## config.mk

```make
export PLATFORM = sky130hd
export DESIGN_NAME = ext_bus_expansion
export DESIGN_NICKNAME = d
export VERILOG_FILES = /design/src/core/ext_bus_pkg.sv /design/src/core/ext_bus_expansion.sv
export SDC_FILE = /design/constraint.sdc
export NUM_CORES = 1
export LEC_CHECK = 0
export BUFFER_PORTS_ARGS = -buffer_cell sky130_fd_sc_hd__buf_4
export CAP_MARGIN = 5
export CORE_MARGIN = 2
export CORE_UTILIZATION = 51
export CTS_BUF_LIST = sky130_fd_sc_hd__clkbuf_4 sky130_fd_sc_hd__clkbuf_8 sky130_fd_sc_hd__clkbuf_16
export DETAILED_ROUTE_END_ITERATION = 12
export HOLD_SLACK_MARGIN = 0.15
export PLACE_DENSITY = 0.92
export SLEW_MARGIN = 5
export SYNTH_ARGS = -nofsm -noshare
export SYNTH_HDL_FRONTEND = slang
export SYNTH_SLANG_ARGS = --single-unit
```

## constraint.sdc

```tcl
create_clock -name ref_clk -period 5.85 [get_ports ref_clk]
set_input_delay 0.585 -clock ref_clk [delete_from_list [all_inputs] [get_ports ref_clk]]
set_output_delay 0.585 -clock ref_clk [all_outputs]
set_load 0.005 [all_outputs]
```

## src/core/ext_bus_pkg.sv

```systemverilog
// Constants, types and helpers for the external bus expansion controller
package ext_bus_pkg;

    localparam logic [15:0] EXPMODE_ADDR = 16'hff47;
    localparam logic [15:0] WAITCFG_ADDR = 16'hfff8;
    localparam logic [15:0] SIZESEL_ADDR = 16'hfff0;

    localparam logic [7:0] EXPMODE_RST = 8'h00;
    localparam logic [7:0] WAITCFG_RST = 8'h10;
    localparam logic [7:0] SIZESEL_RST = 8'hcf;

    localparam logic [2:0] EXPMODE_USED = 3'h7;
    localparam logic [1:0] EXPMODE_EXP_CODE = 2'h1;
    localparam int WAIT_LO_POS = 4;
    localparam int WAIT_HI_POS = 5;
    localparam logic [7:0] WAITCFG_USED = 8'h30;

    localparam logic [1:0] WAIT_NONE = 2'h0;
    localparam logic [1:0] WAIT_ONE = 2'h1;
    localparam logic [1:0] WAIT_EXT = 2'h3;

    localparam logic [7:0] SIZE_16K = 8'hc4;
    localparam logic [7:0] SIZE_24K = 8'hc6;
    localparam logic [7:0] SIZE_32K = 8'hc8;
    localparam logic [7:0] SIZE_48K = 8'hcc;
    localparam logic [7:0] TOP_16K = 8'h40;
    localparam logic [7:0] TOP_24K = 8'h60;
    localparam logic [7:0] TOP_32K = 8'h80;
    localparam logic [7:0] TOP_48K = 8'hc0;

    // Index of each control strobe within the module's strobe vector
    localparam int C_RD = 0;
    localparam int C_WR = 1;
    localparam int C_ALS = 2;
    // Port 6 upper nibble: 0 read, 1 write, 2 wait, 3 latch strobe
    localparam int P6_WAIT = 2;
    localparam int WAIT_DIR_BIT = 6;
    localparam logic [2:0] CTRL_IDLE = 3'h3;

    typedef struct packed {
        logic fetch;
        logic write;
        logic [15:0] addr;
        logic [7:0] wdata;
    } cpu_req_s;

    typedef enum logic [1:0] {S_IDLE, S_ADDR, S_STRB} bus_state_e;

    function automatic logic exp_on(input logic [2:0] sel);
        exp_on = (sel[2:1] == EXPMODE_EXP_CODE);
    endfunction

    // Window only for the smaller ROM codes; the largest setting has none
    function automatic logic win_hit(input logic [7:0] size, input logic [15:0] addr);
        logic [7:0] top;
        logic ok;
        top = 8'h00;
        ok = 1'b1;
        case (size)
            SIZE_16K: top = TOP_16K;
            SIZE_24K: top = TOP_24K;
            SIZE_32K: top = TOP_32K;
            SIZE_48K: top = TOP_48K;
            default: ok = 1'b0;
        endcase
        win_hit = ok && (addr[15:8] == top);
    endfunction

endpackage

```

## src/core/ext_bus_expansion.sv

```systemverilog
// External bus expansion controller: mode registers, pin muxing, bus cycles
`timescale 1ns/100ps

module ext_bus_expansion
    import ext_bus_pkg::*;
(
    input wire logic ref_clk,
    input wire logic rst,
    input wire logic [15:0] sfr_addr,
    input wire logic sfr_wr,
    input wire logic sfr_rd,
    input wire logic [7:0] sfr_wdata,
    output logic [7:0] sfr_rdata,
    input wire logic cpu_req_valid,
    input wire cpu_req_s cpu_req,
    output logic cpu_done,
    output logic cpu_ext,
    output logic [7:0] cpu_rdata,
    input wire logic [7:0] port4_out,
    input wire logic [7:0] port4_oe,
    input wire logic [3:0] port6_out,
    input wire logic [3:0] port6_oe,
    input wire logic [7:0] port6_direction_reg,
    input wire logic [7:0] port4_pins_i,
    output logic [7:0] port4_pins_o,
    output logic [7:0] port4_pins_oe,
    input wire logic [3:0] port6_upper_pins_i,
    output logic [3:0] port6_upper_pins_o,
    output logic [3:0] port6_upper_pins_oe
);

    logic [2:0] xmode_r;
    logic [7:0] wcfg_r;
    logic [7:0] size_r;
    logic [7:0] sfr_rdata_r;

    bus_state_e state_r;
    cpu_req_s req_r;
    logic ext_r;
    logic wcnt_r;
    logic done_r;
    logic [7:0] rdata_r;
    logic [7:0] ad_o_r;
    logic [7:0] ad_oe_r;
    logic [2:0] ctrl_o_r;
    logic [2:0] ctrl_oe_r;
    logic wait_o_r;
    logic wait_oe_r;

    logic [1:0] wait_mode;
    logic ext_wait_sel;
    logic wait_held;
    logic fin;
    logic accept;

    assign wait_mode = {wcfg_r[WAIT_HI_POS], wcfg_r[WAIT_LO_POS]};
    // External waiting only counts once the pin has been turned to input
    assign ext_wait_sel = (wait_mode == WAIT_EXT) && port6_direction_reg[WAIT_DIR_BIT];
    assign wait_held = ext_wait_sel && !port6_upper_pins_i[P6_WAIT];
    assign accept = (state_r == S_IDLE) && cpu_req_valid && !done_r;

    // Strobe phase ends at once for internal targets; prohibited wait code acts as none
    always_comb begin
        fin = 1'b1;
        if (ext_r) begin
            if (wait_mode == WAIT_ONE) begin
                fin = wcnt_r;
            end else if (wait_mode == WAIT_EXT) begin
                fin = !wait_held;
            end
        end
    end

    // Control registers
    always_ff @(posedge ref_clk or posedge rst) begin
        if (rst) begin
            xmode_r <= EXPMODE_RST[2:0];
            wcfg_r <= WAITCFG_RST;
            size_r <= SIZESEL_RST;
        end else if (sfr_wr) begin
            if (sfr_addr == EXPMODE_ADDR) begin
                // Upper bits have no storage and are dropped; the whole register is write-only and reads zero
                xmode_r <= sfr_wdata[2:0] & EXPMODE_USED;
            end else if (sfr_addr == WAITCFG_ADDR) begin
                wcfg_r <= sfr_wdata & WAITCFG_USED;
            end else if (sfr_addr == SIZESEL_ADDR) begin
                size_r <= sfr_wdata;
            end
        end
    end

    // Register read port; the mode register is write-only and reads zero
    always_ff @(posedge ref_clk or posedge rst) begin
        if (rst) begin
            sfr_rdata_r <= 8'h00;
        end else if (sfr_rd) begin
            if (sfr_addr == WAITCFG_ADDR) begin
                sfr_rdata_r <= wcfg_r;
            end else if (sfr_addr == SIZESEL_ADDR) begin
                sfr_rdata_r <= size_r;
            end else begin
                sfr_rdata_r <= 8'h00;
            end
        end
    end

    // Bus cycle engine; also owns port 4 and the three strobe pins
    always_ff @(posedge ref_clk or posedge rst) begin
        if (rst) begin
            state_r <= S_IDLE;
            req_r <= '0;
            ext_r <= 1'b0;
            wcnt_r <= 1'b0;
            done_r <= 1'b0;
            rdata_r <= 8'h00;
            ad_o_r <= 8'h00;
            ad_oe_r <= 8'h00;
            ctrl_o_r <= 3'h0;
            ctrl_oe_r <= 3'h0;
        end else begin
            done_r <= 1'b0;
            case (state_r)
                S_IDLE: begin
                    if (!exp_on(xmode_r)) begin
                        // Single-chip: pins are plain ports
                        ad_o_r <= port4_out;
                        ad_oe_r <= port4_oe;
                        ctrl_o_r <= {port6_out[3], port6_out[1], port6_out[0]};
                        ctrl_oe_r <= {port6_oe[3], port6_oe[1], port6_oe[0]};
                        if (accept) begin
                            req_r <= cpu_req;
                            ext_r <= 1'b0;
                            done_r <= 1'b1;
                        end
                    end else begin
                        ctrl_oe_r <= 3'h7;
                        ctrl_o_r <= CTRL_IDLE;
                        ad_oe_r <= 8'h00;
                        if (accept) begin
                            req_r <= cpu_req;
                            ext_r <= win_hit(size_r, cpu_req.addr);
                            // Latch strobe and address go out for every cycle
                            ctrl_o_r[C_ALS] <= 1'b1;
                            ad_o_r <= cpu_req.addr[7:0];
                            ad_oe_r <= 8'hff;
                            state_r <= S_ADDR;
                        end
                    end
                end
                S_ADDR: begin
                    ctrl_o_r[C_ALS] <= 1'b0;
                    wcnt_r <= 1'b0;
                    state_r <= S_STRB;
                    if (ext_r && req_r.write) begin
                        ctrl_o_r[C_WR] <= 1'b0;
                        ad_o_r <= req_r.wdata;
                    end else if (ext_r) begin
                        ctrl_o_r[C_RD] <= 1'b0;
                        ad_oe_r <= 8'h00;
                    end
                end
                S_STRB: begin
                    if (fin) begin
                        ctrl_o_r[C_RD] <= 1'b1;
                        ctrl_o_r[C_WR] <= 1'b1;
                        ad_oe_r <= 8'h00;
                        done_r <= 1'b1;
                        state_r <= S_IDLE;
                        if (ext_r && !req_r.write) begin
                            rdata_r <= port4_pins_i;
                        end
                    end else begin
                        wcnt_r <= 1'b1;
                    end
                end
                default: state_r <= S_IDLE;
            endcase
        end
    end

    // Wait pin is a port bit unless expansion mode with external wait control is selected
    always_ff @(posedge ref_clk or posedge rst) begin
        if (rst) begin
            wait_o_r <= 1'b0;
            wait_oe_r <= 1'b0;
        end else if (exp_on(xmode_r) && wait_mode == WAIT_EXT) begin
            wait_o_r <= 1'b0;
            wait_oe_r <= 1'b0;
        end else begin
            wait_o_r <= port6_out[P6_WAIT];
            wait_oe_r <= port6_oe[P6_WAIT];
        end
    end

    assign sfr_rdata = sfr_rdata_r;
    assign cpu_done = done_r;
    assign cpu_ext = ext_r;
    assign cpu_rdata = rdata_r;
    assign port4_pins_o = ad_o_r;
    assign port4_pins_oe = ad_oe_r;
    assign port6_upper_pins_o = {ctrl_o_r[C_ALS], wait_o_r, ctrl_o_r[C_WR], ctrl_o_r[C_RD]};
    assign port6_upper_pins_oe = {ctrl_oe_r[C_ALS], wait_oe_r, ctrl_oe_r[C_WR],
                                  ctrl_oe_r[C_RD]};
endmodule // ext_bus_expansion

```

==> flow_results.xml <==
<?xml version="1.0" encoding="UTF-8"?>
<metrics>
  <group name="global_route">
    <metric name="global_route.overflow_total" unit="">0</metric>
    <metric name="grt_pass1_wl" unit="µm">12760</metric>
    <metric name="largest_net_degree_at_the_start_of_global_routing" unit="">67</metric>
    <metric name="global_route.usage.total" unit="%">22.88</metric>
    <metric name="initial_antenna_violation_count" unit="">0</metric>
    <metric name="grt_pass1_vias" unit="">2652</metric>
  </group>
  <group name="floorplanning">
    <metric name="initial_utilization" unit="%">53.26</metric>
    <metric name="die_height" unit="µm">82.86</metric>
    <metric name="die_area" unit="µm²">6866</metric>
    <metric name="core" unit="µm²">5956</metric>
    <metric name="boundaryPins" unit="">141</metric>
    <metric name="floorplan.die.width" unit="µm">82.86</metric>
    <metric name="floorplan.rows" unit="">28</metric>
  </group>
  <group name="timing">
    <metric name="max-slew-margin-rel" unit="%">46.59</metric>
    <metric name="max_slew.worst_pin.slew" unit="ns">0.8012</metric>
    <metric name="number_of_hold_slack_violations_in_the_final_timing_report" unit="">0</metric>
    <metric name="setup_ws" unit="ns">3.168</metric>
    <metric name="fin_setup_tns" unit="ns">0</metric>
    <metric name="setup_viol_count_final" unit="">0</metric>
    <metric name="timing.fmax" unit="MHz">372.9</metric>
    <metric name="post_route_clock_skew" unit="ns">0.009839</metric>
    <metric name="report.final.slew_viol_count" unit="">0</metric>
    <metric name="timing.final.crit_period" unit="ns">2.682</metric>
    <metric name="final_hold_slack" unit="ns">0.4687</metric>
    <metric name="rsz_0062_raised_after_global_routing" unit="">false</metric>
    <metric name="fin_crit_sh" unit="%">45.85</metric>
  </group>
  <group name="routing">
    <metric name="routed_via_density" unit="">5.454</metric>
    <metric name="drt_pass1_iterations" unit="">6</metric>
    <metric name="antenna_violating_nets_post_route" unit="">0</metric>
    <metric name="drt_wl_total" unit="µm">7765</metric>
    <metric name="avgRoutedWirePerCell" unit="µm">16.38</metric>
    <metric name="detail_route.iter0.violations" unit="">116</metric>
    <metric name="vias" unit="">2585</metric>
    <metric name="remaining_drc_errors" unit="">0</metric>
  </group>
  <group name="setup_path">
    <metric name="cp-end-kind" unit="">flop</metric>
    <metric name="worst_r2r_path_depth" unit="">5</metric>
    <metric name="worstReg2RegEnd" unit="">port4_pins_o[1]</metric>
    <metric name="arrival" unit="ns">2.89</metric>
    <metric name="start_kind" unit="">flop</metric>
    <metric name="startpoint" unit="">state_r[0]</metric>
    <metric name="timing.critical_path.required" unit="ns">6.06</metric>
    <metric name="critical_path.reg2reg.startpoint" unit="">state_r[0]</metric>
    <metric name="path_max_fanout" unit="">15</metric>
    <metric name="reg2reg_slack" unit="ns">3.17</metric>
    <metric name="crit_type" unit="">reg2reg</metric>
    <metric name="worstSetupEndpoint" unit="">port4_pins_o[1]</metric>
  </group>
  <group name="final_layout">
    <metric name="design.final.nets" unit="">497</metric>
    <metric name="layoutNonFillerInstCount" unit="">474</metric>
    <metric name="fillers" unit="">425</metric>
    <metric name="antennaDiodeCount" unit="">0</metric>
    <metric name="area_delta_synth_final" unit="%">37.75</metric>
    <metric name="mostFrequentLayoutCells" unit="">buf_4, dfrtp_1, mux2_2</metric>
    <metric name="share_of_post_route_cells_with_drive_strength_above_1" unit="%">50.63</metric>
    <metric name="post-route-util" unit="%">73.36</metric>
    <metric name="layout_commonest_cell" unit="">buf_4</metric>
  </group>
  <group name="cts">
    <metric name="cts_post_setup_buffers_inserted" unit="">0</metric>
    <metric name="clock_insertion_delay_worst_skew" unit="ns">0.33</metric>
    <metric name="worst_setup_hold_path_clk_slew" unit="ns">0.07</metric>
    <metric name="cts-htree-levels" unit="">3</metric>
    <metric name="tritoncts.num_buffers" unit="">9</metric>
    <metric name="tritoncts_num_sinks" unit="">66</metric>
    <metric name="cts.repair.resized" unit="">0</metric>
    <metric name="tritoncts" unit="">yes</metric>
    <metric name="cts_hold_buf" unit="">0</metric>
    <metric name="ctsRootBufferMaster" unit="">clkbuf_8</metric>
    <metric name="cts_buffer_depth" unit="">2</metric>
  </group>
  <group name="power">
    <metric name="power.switching" unit="mW">0.2061</metric>
    <metric name="power.share.clock" unit="%">37.8</metric>
    <metric name="p_int" unit="mW">0.7433</metric>
    <metric name="power.leakage" unit="nW">2.138</metric>
    <metric name="flop_pwr_share" unit="%">51.1</metric>
    <metric name="switching_share" unit="%">21.71</metric>
    <metric name="powerDensity" unit="nW/µm²">217.3</metric>
    <metric name="vdd_ir_drop_max" unit="mV">0.1312</metric>
    <metric name="combinationalPowerShare" unit="%">11.1</metric>
  </group>
  <group name="placement">
    <metric name="port_buffers" unit="">129</metric>
    <metric name="place.gp.congestion" unit="">0.8338</metric>
    <metric name="dpl_worst_slack" unit="ns">3.189</metric>
    <metric name="dp.final_hpwl" unit="µm">5855</metric>
    <metric name="placed_cells" unit="">458</metric>
  </group>
  <group name="yosys">
    <metric name="yosysSeqAreaShare" unit="%">52.35</metric>
    <metric name="number_of_distinct_library_cells_after_synthesis" unit="">47</metric>
    <metric name="mappedNetlistNets" unit="">367</metric>
    <metric name="synth.avg_cell_area" unit="µm²">12.01</metric>
    <metric name="yosysTopAreaCell" unit="">dfrtp_1</metric>
    <metric name="netlist_instances" unit="">264</metric>
    <metric name="ys.warnings.count" unit="">0</metric>
    <metric name="synth.top_cell.area_share" unit="%">46.55</metric>
    <metric name="ys_seq_elements" unit="">66</metric>
    <metric name="synth.top_cells.by_area" unit="">dfrtp_1, mux2_2, mux2i_1, dfstp_2, mux2_4</metric>
    <metric name="count_of_flip_flops_with_a_built_in_enable_after_synthesis" unit="">0</metric>
    <metric name="post_synth_design_cell_area" unit="µm²">3172</metric>
    <metric name="async_flop_share" unit="%">100.0</metric>
    <metric name="yosys_most_used_dff" unit="">dfrtp_1</metric>
  </group>
  <group name="outcome">
    <metric name="run_status" unit="">finished, final reports clean</metric>
  </group>
  <group name="min_path">
    <metric name="worst_hold_path.num_cells" unit="">3</metric>
    <metric name="hold_class" unit="">in2reg</metric>
    <metric name="hold_path.startpoint" unit="">port6_oe[2]</metric>
  </group>
  <group name="run">
    <metric name="max-cap-violations" unit="">0</metric>
  </group>
</metrics>
==> registers in the layout, indices dropped and copies added, names as in the netlist <==
signal / count
wait_oe_r: 1
wcnt_r: 1
req_r: 9
wait_o_r: 1
state_r: 2
sfr_rdata: 8
xmode_r: 2
size_r: 8
cpu_done: 1
ctrl_o_r: 3
wcfg_r: 2
cpu_rdata: 8
port4_pins_oe: 8
ctrl_oe_r: 3
port4_pins_o: 8
cpu_ext: 1
==> cell type report <==
class	count	area [µm²]	share of cell area (%)
multi-input cells	169	1379	31.56
repair buffers	131	983.4	22.51
well taps	75	93.84	2.148
inverters	17	63.81	1.460
clock buffers	16	188.9	4.324
flip-flops and latches	66	1660	38.00
==> layer usage <==
metal  GRT usage [%]  vias up  wire length, µm
met5               0        -                0
met4           9.985        0              166
met3           6.064       17              582
met2           37.83      119             3989
met1           28.26     1246             3027
li1                -     1203                -
==> cell usage after synthesis, drive strengths merged, types with 3 or more instances <==
master and instances:
dfrtp 59, mux2 38, mux2i 19, o21ai 19, inv 17, nand2 14
a21oi 11, nor2 11, buf 8, a22o 7, dfstp 7, nand2b 5
clkbuf 4, ha 4, nand4 4, nor3 4, nand3b 3
==> through the flow <==
step	area [µm²]	total power [mW]
finish	4369	0.9494
global route	4369	0.9874
CTS	4369	0.9574
detailed placement	4180	0.6003
global placement	4180	0.5953
floorplan	3172	0.5299
==> worst max-delay path, stage by stage, from the launching register on <==
cell and delay (ns):
dfrtp_1 0.41, inv_1 0.12, ha_1 0.49, nand3b_2 0.44, a311oi_4 0.69, mux2_2 0.40
==> cell families (layout without fill, tap and decap cells) <==
group / after synthesis / count (layout) / synth area share [%]
adder cells (fa/ha/maj): 4 / 4 / 1.578
multiplexers: 57 / 57 / 20.43
AO/OA/AOI/OAI: 49 / 49 / 10.53
buffers and inverters: 29 / 164 / 4.260
AND/OR/NAND/NOR: 59 / 59 / 10.85
flip-flops: 66 / 66 / 52.35
==> power by group through the flow <==
stage,Clock [mW],Combinational (mW),Sequential [mW]
floorplan,0,0.0382,0.492
global placement,0,0.103,0.492
detailed placement,0,0.107,0.493
CTS,0.365,0.107,0.485
global route,0.384,0.116,0.487
finish,0.359,0.106,0.485
==> worst min-delay path by stage <==
stage	slack, ns	to
floorplan	0.48	sfr_rdata[4]
global placement	0.47	sfr_rdata[4]
global route	0.45	wait_o_r
detailed placement	0.47	sfr_rdata[4]
finish	0.47	wait_oe_r
CTS	0.46	wait_oe_r
Note: power is estimated with default switching activity, not from simulation.
